===== config.mk =====
export PLATFORM = sky130hd
export DESIGN_NAME = ldf_diag_top
export DESIGN_NICKNAME = d
export VERILOG_FILES = /design/src/verilog/ldf_diag_top.v /design/src/verilog/ldf_chan_filter.v
export VERILOG_INCLUDE_DIRS = /design/src /design/src/verilog
export SDC_FILE = /design/constraint.sdc
export NUM_CORES = 1
export LEC_CHECK = 0
export BUFFER_PORTS_ARGS = -buffer_cell sky130_fd_sc_hd__buf_2
export CORE_MARGIN = 2
export CORE_UTILIZATION = 60
export CTS_CLUSTER_SIZE = 8
export DETAILED_ROUTE_END_ITERATION = 10
export PLACE_DENSITY = 0.91
export RECOVER_POWER = 100
export SKIP_LAST_GASP = 1
export SYNTH_ARGS = -nofsm -noshare
export SYNTH_HDL_FRONTEND = slang
export SYNTH_HIERARCHICAL = 1
export SYNTH_SLANG_ARGS = --single-unit

===== constraint.sdc =====
create_clock -name mclk_i -period 5.9 [get_ports mclk_i]
set_clock_uncertainty 0.2 [all_clocks]
set_input_delay 0.295 -clock mclk_i [delete_from_list [all_inputs] [get_ports mclk_i]]
set_output_delay 0.295 -clock mclk_i [all_outputs]
set_load 0.05 [all_outputs]

===== src/verilog/ldf_map.vh =====
// Purpose: constants of the load diagnosis filter
// Assumes: 10 MHz mclk_i, 32-bit Avalon-MM register bus
// Notes: byte offsets, field codes and filter counts
`ifndef LDF_MAP_VH
`define LDF_MAP_VH
`define LDF_NCH 10
`define LDF_CODE_SCG 2'b00
`define LDF_CODE_OL 2'b01
`define LDF_CODE_OCT 2'b10
`define LDF_CODE_OK 2'b11
`define LDF_CLK_HZ 10000000
`define LDF_TD_US 220
`define LDF_TD_CYC ((`LDF_TD_US * (`LDF_CLK_HZ / 1000000)))
`define LDF_BT1_US 2500
`define LDF_BT1_CYC ((`LDF_BT1_US * (`LDF_CLK_HZ / 1000000)))
`define LDF_BT2_US 5000
`define LDF_BT2_CYC ((`LDF_BT2_US * (`LDF_CLK_HZ / 1000000)))
`define LDF_CNT_W 16
`define LDF_OFF_DIAG_A 4'h0
`define LDF_OFF_DIAG_B 4'h4
`define LDF_OFF_SETTINGS 4'h8
`define LDF_OFF_CLEAR 4'hc
`define LDF_SET_DCC_LSB 0
`define LDF_SET_DBT1_BIT 10
`define LDF_SET_DBT2_BIT 11
`define LDF_SET_RESET 32'h000003ff
`define LDF_CLR_A_BIT 0
`define LDF_CLR_B_BIT 1
`endif


===== src/verilog/ldf_diag_top.v =====
// Purpose: ten-channel load diagnosis, filter and OVERCURRENT_OVERTEMP_FAULT latch-off
// Assumes: fault inputs from pins, synchronised here
// Notes: registers reached over Avalon-MM, one wait state
//
// Implementation choices: the Avalon-MM slave port and the register offsets.
`timescale 1ns/1ns
`include "ldf_map.vh"
module ldf_diag_top (
  input wire mclk_i,
  input wire rst_n_i,
  input wire [9:0] chan_on_i,
  input wire [9:0] open_load_fault_i,
  input wire [9:0] short_to_ground_fault_i,
  input wire [9:0] overcurrent_overtemp_fault_i,
  output wire [9:0] chan_drive_o,
  input wire [3:0] avs_address,
  input wire avs_read,
  input wire avs_write,
  input wire [31:0] avs_writedata,
  output reg [31:0] avs_readdata,
  output wire avs_waitrequest
);
  localparam ST_IDLE = 1'b0;
  localparam ST_DONE = 1'b1;
  // Reset value of the settings word
  localparam [31:0] SET_RST = `LDF_SET_RESET;
  reg bus_state;
  reg next_bus_state;

  // Pin synchroniser stages
  reg [9:0] ol_m, ol_s, sg_m, sg_s, oc_m, oc_s, on_m, on_s;

  // Stored diagnosis, latch-off mask and host settings
  reg [19:0] channel_diag_field;
  reg [9:0] latched_off;
  reg [9:0] off_diag_enable_bit;
  reg [1:0] diag_blind_time_bits;
  reg [9:0] pend_valid;
  reg [19:0] pend_code;

  // Filter results and classified conditions
  wire [9:0] flt_done;
  wire [19:0] flt_code;
  wire [9:0] cond_valid;
  wire [19:0] cond_code;

  // Bus decode and next values
  wire acc;
  wire clr_a, clr_b;
  wire wr_busy;
  reg [9:0] next_latched_off;
  reg [19:0] next_field;
  reg [9:0] next_pend_valid;
  reg [19:0] next_pend_code;
  integer i;
  genvar g;

  // Filter limit: blind time only for the upper four channels
  function [`LDF_CNT_W-1:0] limit_for;
    input integer ch;
    input [1:0] dbt;
    reg [31:0] cycles;
    begin
      if (ch >= 6 && dbt[0] && dbt[1])
        cycles = `LDF_BT2_CYC;
      else if (ch >= 6 && dbt[0])
        cycles = `LDF_BT1_CYC;
      else
        cycles = `LDF_TD_CYC;
      limit_for = cycles[`LDF_CNT_W-1:0]; // Longest count still fits the timer
    end
  endfunction

  // Two-stage synchronisers on fault pins
  always @(posedge mclk_i or negedge rst_n_i) begin
    if (!rst_n_i) begin
      ol_m <= 10'h000;
      ol_s <= 10'h000;
      sg_m <= 10'h000;
      sg_s <= 10'h000;
      oc_m <= 10'h000;
      oc_s <= 10'h000;
    end else begin
      ol_m <= open_load_fault_i;
      ol_s <= ol_m;
      sg_m <= short_to_ground_fault_i;
      sg_s <= sg_m;
      oc_m <= overcurrent_overtemp_fault_i;
      oc_s <= oc_m;
    end
  end

  // On-command synchroniser; drive follows it two cycles late
  always @(posedge mclk_i or negedge rst_n_i) begin
    if (!rst_n_i) begin
      on_m <= 10'h000;
      on_s <= 10'h000;
    end else begin
      on_m <= chan_on_i;
      on_s <= on_m;
    end
  end

  // Per-channel condition classification and filter
  generate
    for (g = 0; g < 10; g = g + 1) begin : g_ch
      wire off_ok = on_s[g] | off_diag_enable_bit[g];
      assign cond_valid[g] = oc_s[g] | (off_ok & (ol_s[g] | sg_s[g]));
      // Overcurrent wins over open or short when both are present
      assign cond_code[2*g+1:2*g] = oc_s[g] ? `LDF_CODE_OCT :
                                    (sg_s[g] ? `LDF_CODE_SCG : `LDF_CODE_OL);
      ldf_chan_filter u_flt (
        .mclk_i(mclk_i),
        .rst_n_i(rst_n_i),
        .cond_valid_i(cond_valid[g]),
        .cond_code_i(cond_code[2*g+1:2*g]),
        .limit_i(limit_for(g, diag_blind_time_bits)),
        .done_o(flt_done[g]),
        .code_o(flt_code[2*g+1:2*g])
      );
    end
  endgenerate

  // Latched-off channels are masked from the drive
  assign chan_drive_o = on_s & ~latched_off;

  // Avalon slave: one wait state per access
  assign acc = avs_read | avs_write;
  assign avs_waitrequest = acc & (bus_state == ST_IDLE);
  assign wr_busy = avs_write & (bus_state == ST_DONE);
  assign clr_a = wr_busy & (avs_address == `LDF_OFF_CLEAR) & avs_writedata[`LDF_CLR_A_BIT];
  assign clr_b = wr_busy & (avs_address == `LDF_OFF_CLEAR) & avs_writedata[`LDF_CLR_B_BIT];

  // Diagnosis store, pending latch and clear handling
  always @* begin
    next_field = channel_diag_field;
    next_latched_off = latched_off;
    next_pend_valid = pend_valid;
    next_pend_code = pend_code;
    for (i = 0; i < 10; i = i + 1) begin
      if ((i < 5 && clr_a) || (i >= 5 && clr_b)) begin
        next_field[2*i +: 2] = `LDF_CODE_OK;
        next_latched_off[i] = 1'b0;
      end
      if (flt_done[i]) begin
        next_pend_valid[i] = 1'b1;
        next_pend_code[2*i +: 2] = flt_code[2*i +: 2];
      end
      // Hold result while any register write completes
      if (next_pend_valid[i] && !wr_busy) begin
        next_field[2*i +: 2] = next_pend_code[2*i +: 2];
        next_latched_off[i] = (next_pend_code[2*i +: 2] == `LDF_CODE_OCT);
        next_pend_valid[i] = 1'b0;
      end
    end
  end

  // Diagnosis state; reset leaves every channel at no fault
  always @(posedge mclk_i or negedge rst_n_i) begin
    if (!rst_n_i) begin
      channel_diag_field <= 20'hfffff;
      latched_off <= 10'h000;
      pend_valid <= 10'h000;
      pend_code <= 20'hfffff;
    end else begin
      channel_diag_field <= next_field;
      latched_off <= next_latched_off;
      pend_valid <= next_pend_valid;
      pend_code <= next_pend_code;
    end
  end

  // Next bus state; every access waits exactly one cycle
  always @* begin
    case (bus_state)
      ST_IDLE: next_bus_state = acc ? ST_DONE : ST_IDLE;
      ST_DONE: next_bus_state = ST_IDLE;
      default: next_bus_state = ST_IDLE;
    endcase
  end

  // Bus state register
  always @(posedge mclk_i or negedge rst_n_i) begin
    if (!rst_n_i) begin
      bus_state <= ST_IDLE;
    end else begin
      bus_state <= next_bus_state;
    end
  end

  // Settings; a write lands only in its completing cycle
  always @(posedge mclk_i or negedge rst_n_i) begin
    if (!rst_n_i) begin
      off_diag_enable_bit <= SET_RST[9:0];
      diag_blind_time_bits <= SET_RST[11:10];
    end else if (wr_busy && avs_address == `LDF_OFF_SETTINGS) begin
      off_diag_enable_bit <= avs_writedata[9:0];
      diag_blind_time_bits <= {avs_writedata[`LDF_SET_DBT2_BIT], avs_writedata[`LDF_SET_DBT1_BIT]};
    end
  end

  // Read data taken in the wait cycle, so it stands when wait drops
  always @(posedge mclk_i or negedge rst_n_i) begin
    if (!rst_n_i) begin
      avs_readdata <= 32'h00000000;
    end else if (avs_read && bus_state == ST_IDLE) begin
      case (avs_address)
        `LDF_OFF_DIAG_A: avs_readdata <= {22'h000000, channel_diag_field[9:0]};
        `LDF_OFF_DIAG_B: avs_readdata <= {22'h000000, channel_diag_field[19:10]};
        `LDF_OFF_SETTINGS: avs_readdata <= {20'h00000, diag_blind_time_bits, off_diag_enable_bit};
        default: avs_readdata <= {22'h000000, latched_off};
      endcase
    end
  end
endmodule


===== src/verilog/ldf_chan_filter.v =====
// Purpose: one channel's diagnosis filter timer
// Assumes: condition inputs already synchronised
// Notes: reports a filtered code each time a condition has held for the limit
`timescale 1ns/1ns
`include "ldf_map.vh"
module ldf_chan_filter (
  input wire mclk_i,
  input wire rst_n_i,
  input wire cond_valid_i,
  input wire [1:0] cond_code_i,
  input wire [`LDF_CNT_W-1:0] limit_i,
  output reg done_o,
  output reg [1:0] code_o
);
  reg [`LDF_CNT_W-1:0] cnt;
  reg running;
  wire kind_flip;

  // Overcurrent versus open/short change restarts, so no class rides another's delay
  assign kind_flip = running & ((cond_code_i == `LDF_CODE_OCT) != (code_o == `LDF_CODE_OCT));

  // Timer runs while any fault is present; OL/SHORT_TO_GROUND_FAULT swaps keep the count
  always @(posedge mclk_i or negedge rst_n_i) begin
    if (!rst_n_i) begin
      cnt <= 16'h0000;
      running <= 1'b0;
      done_o <= 1'b0;
      code_o <= `LDF_CODE_OK;
    end else begin
      done_o <= 1'b0;
      if (!cond_valid_i) begin
        cnt <= 16'h0000;
        running <= 1'b0;
      end else if (kind_flip) begin
        cnt <= 16'h0001;
        code_o <= cond_code_i;
      end else if (!running || cnt + 16'h0001 < limit_i) begin
        running <= 1'b1;
        cnt <= cnt + 16'h0001;
        code_o <= cond_code_i;
      end else begin
        // Expiry: store latest code, then restart for a fresh report
        done_o <= 1'b1;
        code_o <= cond_code_i;
        cnt <= 16'h0000;
        running <= 1'b0;
      end
    end
  end
endmodule


==> out/qor.txt, run 1 <==
Outcome -> finished, violations left
Failing checks -> capacitance limit, slew limit
CTS resizes -> 0
CTS sink count -> 365
Count of final setup violators -> 0
Total GRT Usage -> 30.3%
Power density cells -> 290 nW/um^2
Avg Vias per Cell -> 5.77
Worst slew margin -> -140%
Antenna-violating nets left -> 0
Leakage -> 11.8 nW
Clock Pin Slew Worst Setup and Hold Paths -> 50 ps
Starting DRC count in detailed routing -> 1449
Routability congestion estimate -> 0.851
Total Routed Length -> 52200 um
Final Slew Violations -> 366
Synth Cell Area -> 20200 um^2
Ports -> 123
Yosys warns -> 6
Root buffer cell -> clkbuf_16
Fin Setup TNS -> 0 ps
Number of synthesized register bits -> 365
R2R Setup Slk -> 1390 ps
Placed Instances -> 2644
Period utilization -> 76.4%
Syn Inst Count -> 2019
Most common cell after layout, fill and taps aside -> inv_1
P&R area growth vs syn -> 14.5%
CORE AREA -> 33400 um^2
GRT overflow -> 0
Crit path max fanout -> 15
First-pass GRT wire length -> 85800 um
# H-tree levels -> 2
Final nets -> 2545
Avg WL per Cell -> 18.7 um
Post-synth top flop -> dfrtp_1
Row cnt -> 67
Die Ht -> 188 um
Mapped Avg Cell Area -> 10.0 um^2
Async S/R FF share, synth -> 100%
Die W -> 188 um
Ant. Diodes -> 0
Actual slew at the worst max-slew pin -> 3600 ps
Share of layout cells above drive strength 1 -> 12.3%
Finished Layout Cells -> 2794
Setup CP Type -> flop to flop
Port Buf Inserts -> 82
Worst hold path type -> input pin to async pin
CTS Buf Count -> 51
EDFF count, synth -> 0
RSZ-0062 raised after global routing -> false
Router iterations before antenna repair -> 5
Initial Util -> 60.6%
Fmax -> 222 MHz
Vias -> 16100
Fin. Hold Viols -> 0
Synth cell types -> 57
Post-DP HPWL -> 31700 um
Number of global-route vias before repair -> 17600
Crit path arrival time -> 4660 ps
Worst-Skew Late Latency -> 570 ps
Largest net degree at the start of global routing -> 150
Critical Path Start Type -> flop
Crit. End Element -> flop
Commonest cells after routing, fill and taps aside -> 345 x inv_1, 295 x dfrtp_1, 207 x nor2_1, 160 x ha_1, 136 x conb_1
CTS tree -> done
Antenna violations before repair -> 0
Worst hold margin -> 51.8 ps
Residual DRC -> 0
Post-synthesis sequential area ratio -> 45.6%
Design Power -> 6.71 mW
Max clock buf depth -> 3
Fillcell total -> 2148
Max-cap viol count -> 7
Die area -> 35200 um^2
Worst path required time -> 6050 ps
Tmin final -> 4510 ps
Max VDD drop -> 0.328 mV
-- metrics by stage --
step	worst slack, ps	utilization [%]	cell area (um^2)
after floorplan	3050	-	20700
after global placement	1960	64.2	21400
after detailed placement	1910	64.2	21400
after CTS	1820	70.3	23500
after global routing	785	69.4	23100
final	1390	69.4	23100
-- cells in the mapped netlist (all sizes together), types with 2 or more instances --
cell	number	area share, %
o22ai	10	0.31
nand4	65	2.6
a31oi	10	0.46
inv	345	6.4
xor2	60	2.6
and4	25	1.1
o2111ai	10	0.43
o2bb2ai	10	0.43
and2b	10	0.37
mux2i	10	0.50
nand2b	11	0.34
ha	160	9.9
o21ai	42	1.0
a2bb2oi	5	0.22
a311oi	5	0.37
nor4b	2	0.24
a21oi	50	1.2
nand3	49	1.2
clkbuf	8	0.15
and3	32	1.0
dfstp	70	9.1
conb	2	0.037
nand2	104	1.9
xnor2	90	3.9
a211oi	20	0.87
and2	41	1.3
a2111o	5	0.28
a32oi	10	0.80
nor2	257	5.5
a21bo	5	0.25
o22a	5	0.22
nor4	10	0.62
dfrtp	295	37
o32ai	10	0.43
buf	35	1.4
nor2b	51	1.6
mux2	42	2.5
a22oi	10	0.37
o221a	10	0.56
nor3	25	0.62
-- area by class of cell --
class / instances / area (um^2) / share of cell area [%]
Inverter: 345 / 1290 / 5.59
Sequential cell: 365 / 9220 / 39.8
Tap cell: 448 / 561 / 2.42
Clock buffer: 94 / 1490 / 6.44
Timing Repair Buffer: 142 / 957 / 4.13
Multi-Input combinational cell: 1400 / 9630 / 41.6
-- registers in the layout, summed over array words and instances (netlist names), 12 cells and up --
register / flops
pend_code: 20
g_ch.u_flt/cnt: 160
channel_diag_field: 20
avs_readdata: 12
g_ch.u_flt/code_o: 20
-- repair_timing --
action,4_1_cts,5_1_grt
endpoints found under the hold margin,122,0
buffers inserted,0,0
endpoints found under the setup margin,0,0
hold buffers,56,0
-- path summary, 6_finish.rpt --
path / start / endpoint / depth (start not counted)
max: g_ch[2].u_flt/cnt[2] / g_ch[2].u_flt/cnt[15] / 11
min: rst_n_i / g_ch[9].u_flt/cnt[5] / 2
max reg2reg: g_ch[2].u_flt/cnt[2] / g_ch[2].u_flt/cnt[15] / 11
min reg2reg: sg_m[5] / sg_s[5] / 0
max in group asynchronous: rst_n_i / ol_m[2] / 3
min in group mclk_i: avs_address[1] / avs_readdata[10] / 4
-- cell families (layout without fill, tap and decap cells) --
group                    after synthesis  after routing  share of synthesized area [%]
multiplexers                          52             52                           3.02
XOR/XNOR                             150            150                           6.50
flip-flops                           365            365                           45.6
AO/OA/AOI/OAI                        218            218                           8.33
buffers and inverters                388            581                           8.01
adder cells (fa/ha/maj)              160            160                           9.91
other                                  2            136                         0.0372
AND/OR/NAND/NOR                      684            684                           18.6
-- report_power, final --
part,switching (mW),internal (mW)
Clock,1.09,1.68
Sequential,0.165,2.69
Combinational,0.697,0.384
Total,1.96,4.75
-- critical path, stage by stage, from the launching register on --
cell	delay, ps
dfrtp_1	430
and3_1	260
nand4_1	230
nor3_1	290
xnor2_1	180
inv_1	80
ha_1	310
nand4_1	230
a211oi_1	240
a31oi_1	190
a32oi_1	1510
nor2_1	160
-- metal layers --
metal	GRT usage (%)	up-vias	part of all wire (%)
li1	-	7137	-
met4	20.7	0	6.7
met2	53.5	816	51
met5	0	-	0
met1	32.8	7851	36
met3	6.08	306	6.6
Power figures use the tool's default switching activity.
==> run 2: changes to the inputs <==
--- a/config.mk
+++ b/config.mk
@@ -6,6 +6,7 @@
 export SDC_FILE = /design/constraint.sdc
 export NUM_CORES = 1
 export LEC_CHECK = 0
+export ABC_AREA = 1
 export BUFFER_PORTS_ARGS = -buffer_cell sky130_fd_sc_hd__buf_2
 export CORE_MARGIN = 2
 export CORE_UTILIZATION = 60
==> constraint.sdc (replaced) <==
create_clock -name mclk_i -period 4.5 [get_ports mclk_i]
set_clock_uncertainty 0.2 [all_clocks]
set_input_delay 0.225 -clock mclk_i [delete_from_list [all_inputs] [get_ports mclk_i]]
set_output_delay 0.225 -clock mclk_i [all_outputs]
set_load 0.05 [all_outputs]
==> out/qor.txt, run 2 <==
Most common cell in the synthesized netlist -> nand2_1
Synth area leaders -> dfrtp_1 35%, ha_1 9.6%, nand2_1 9.0%, dfstp_2 8.8%, inv_1 8.7%
Initial Util -> 60.6%
Router iterations before antenna repair -> 6
Avg Vias per Cell -> 5.32
Setup CP Type -> input pin to flop
Share of layout cells above drive strength 1 -> 9.47%
Total Routed Length -> 50300 um
Post-synthesis sequential area ratio -> 44.2%
CP dominant cell by count -> nor2_1
Antenna violations before repair -> 1
EDFF count, synth -> 0
Crit. End Element -> flop
Post-DP HPWL -> 33200 um
Hold worst-path end -> ol_m[0]
Root buffer cell -> clkbuf_16
Placed cell area -> 22000 um^2
Delay-heaviest family, CP -> simple AND/OR/NAND/NOR gates
Largest register by flop count -> g_ch.u_flt/cnt
Post-synth top flop -> dfrtp_1
Fin. Hold Viols -> 0
Critical Path Start Type -> input pin
Fmax -> 263 MHz
Antenna-violating nets left -> 0
R2r startpoint -> diag_blind_time_bits[0]
Synth top cells by count -> 497 x nand2_1, 482 x inv_1, 344 x nor2_1
Worst Path Buf+Inv -> 2
Crit path arrival time -> 4050 ps
R2R Path End -> g_ch[8].u_flt/cnt[5]
Crit path max fanout -> 15
Final nets -> 3103
Most common cell after layout, fill and taps aside -> nand2_1
Starting DRC count in detailed routing -> 1461
Count of final setup violators -> 0
Worst-path cell chain -> dlygate4sd3_1 > buf_2 > nor2_1 > nand2_1 > nor2_1 > nand2_1 > nor2_1 > a21oi_1
Row cnt -> 68
Async S/R FF share, synth -> 100%
Period utilization -> 84.6%
Residual DRC -> 0
Leakage -> 13.2 nW
Commonest cells after routing, fill and taps aside -> 498 x nand2_1, 482 x inv_1, 346 x nor2_1, 295 x dfrtp_1, 160 x ha_1
First-pass GRT wire length -> 83700 um
P&R area growth vs syn -> 15.9%
Outcome -> finished, violations left
Mapped Avg Cell Area -> 8.12 um^2
CTS sink count -> 365
Max VDD drop -> 0.268 mV
Power density cells -> 360 nW/um^2
Actual slew at the worst max-slew pin -> 2940 ps
CTS resizes -> 0
Cell accounting for the most synthesized area -> dfrtp_1
Worst path required time -> 4740 ps
Ports -> 123
CORE AREA -> 34400 um^2
Vias -> 17900
Total GRT Usage -> 28.3%
Post CTS Setup Buffer Count -> 0
Failing checks -> capacitance limit, slew limit
Worst-Skew Late Latency -> 590 ps
R2R Setup Slk -> 780 ps
FF/Latch Area -> 9220 um^2
Yosys top cell area share -> 35.4%
CTS Buf Count -> 51
Max-cap viol count -> 1
Die area -> 36200 um^2
Fin Setup TNS -> 0 ps
Yosys warns -> 6
Syn Inst Count -> 2568
Final std cell area, no fill -> 24100 um^2
Routability congestion estimate -> 0.886
Number of global-route vias before repair -> 18500
RSZ-0062 raised after global routing -> false
Die Ht -> 190 um
Die W -> 190 um
Synth Cell Area -> 20800 um^2
Worst reg2reg path depth -> 13
Finished Core Util -> 70.2%
Clock Pin Slew Worst Setup and Hold Paths -> 50 ps
Critical-path cell with the highest stage delay -> nor2_1
Final Slew Violations -> 112
Hold Startpoint -> open_load_fault_i[0]
Hold path depth -> 2
CTS tree -> done
Area of the multi-input gates -> 9750 um^2
CTS Hold Bufs -> 73
GRT overflow -> 0
Synth cell types -> 39
Worst hold margin -> 70.9 ps
Number of synthesized register bits -> 365
Avg WL per Cell -> 15.0 um
Fillcell total -> 2376
Worst slew margin -> -95.9%
Largest net degree at the start of global routing -> 114
Max clock buf depth -> 3
Port Buf Inserts -> 82
Max reg flops -> 160
# H-tree levels -> 2
Tmin final -> 3810 ps
Design Power -> 8.70 mW
Worst hold path type -> input pin to flop
CP max stage delay -> 960 ps
==> run 2: cell type report <==
class / instances / area share [%]
multi-input combinational: 1768 / 40.4
sequential: 365 / 38.2
inverter: 518 / 8.05
clock buffer: 92 / 5.96
timing repair buffer: 159 / 4.80
tap: 455 / 2.36
clock inverter: 3 / 0.228
antenna: 2 / 0.0207
==> run 2: routing by layer <==
| metal | GRT usage (%) | wire, um | up-vias |
|---|---|---|---|
| met5 | 0 | 0 | - |
| met4 | 14.7 | 2410 | 0 |
| met3 | 5.24 | 3310 | 180 |
| met2 | 50.7 | 25500 | 665 |
| met1 | 32.2 | 19100 | 8594 |
| li1 | - | - | 8432 |
==> run 2: worst register-to-register path: cells and delay by family, from the launching register on <==
family | cells | cell delay [ps]
adder cells (fa/ha/maj) | 1 | 320
flip-flops | 1 | 620
buffers and inverters | 3 | 640
AND/OR/NAND/NOR | 7 | 1570
AO/OA/AOI/OAI | 2 | 270
==> run 2: through the flow <==
step                      std cells  setup WS [ps]
after detailed placement       3192           1180
after global placement         3192           1300
after floorplan                2702           1930
after CTS                      3360           1100
final                          3362            691
after global routing           3360            428
==> run 2: worst max-delay path by stage <==
| stage | end | slack, ps | start | depth (start not counted) |
|---|---|---|---|---|
| finish | diag_blind_time_bits[0] | 690 | avs_address[0] | 8 |
| global route | g_ch[8].u_flt/cnt[5] | 430 | diag_blind_time_bits[0] | 13 |
| CTS | g_ch[8].u_flt/cnt[5] | 1100 | diag_blind_time_bits[0] | 13 |
| detailed placement | g_ch[7].u_flt/cnt[8] | 1180 | diag_blind_time_bits[0] | 14 |
| global placement | g_ch[8].u_flt/cnt[15] | 1300 | diag_blind_time_bits[0] | 14 |
| floorplan | g_ch[9].u_flt/cnt[13] | 1930 | g_ch[9].u_flt/cnt[2] | 18 |
==> run 2: kinds of logic (layout without fill, tap and decap cells) <==
family / after synthesis / in the layout / share of synthesized area, %
AOI/OAI and AO/OA: 190 / 190 / 4.99
xor gates and xnor gates: 100 / 100 / 4.53
buffers and inverters: 569 / 772 / 11.1
adders and majority gates: 160 / 160 / 9.61
and+or+nand+nor: 1182 / 1182 / 25.5
DFF: 365 / 365 / 44.2
other: 2 / 138 / 0.0360
==> run 2: power breakdown <==
| part | internal (mW) | switching (mW) | total, mW |
|---|---|---|---|
| logic | 0.400 | 0.935 | 1.34 |
| registers | 3.55 | 0.198 | 3.75 |
| clock network | 2.15 | 1.47 | 3.61 |
| total | 6.10 | 2.60 | 8.70 |
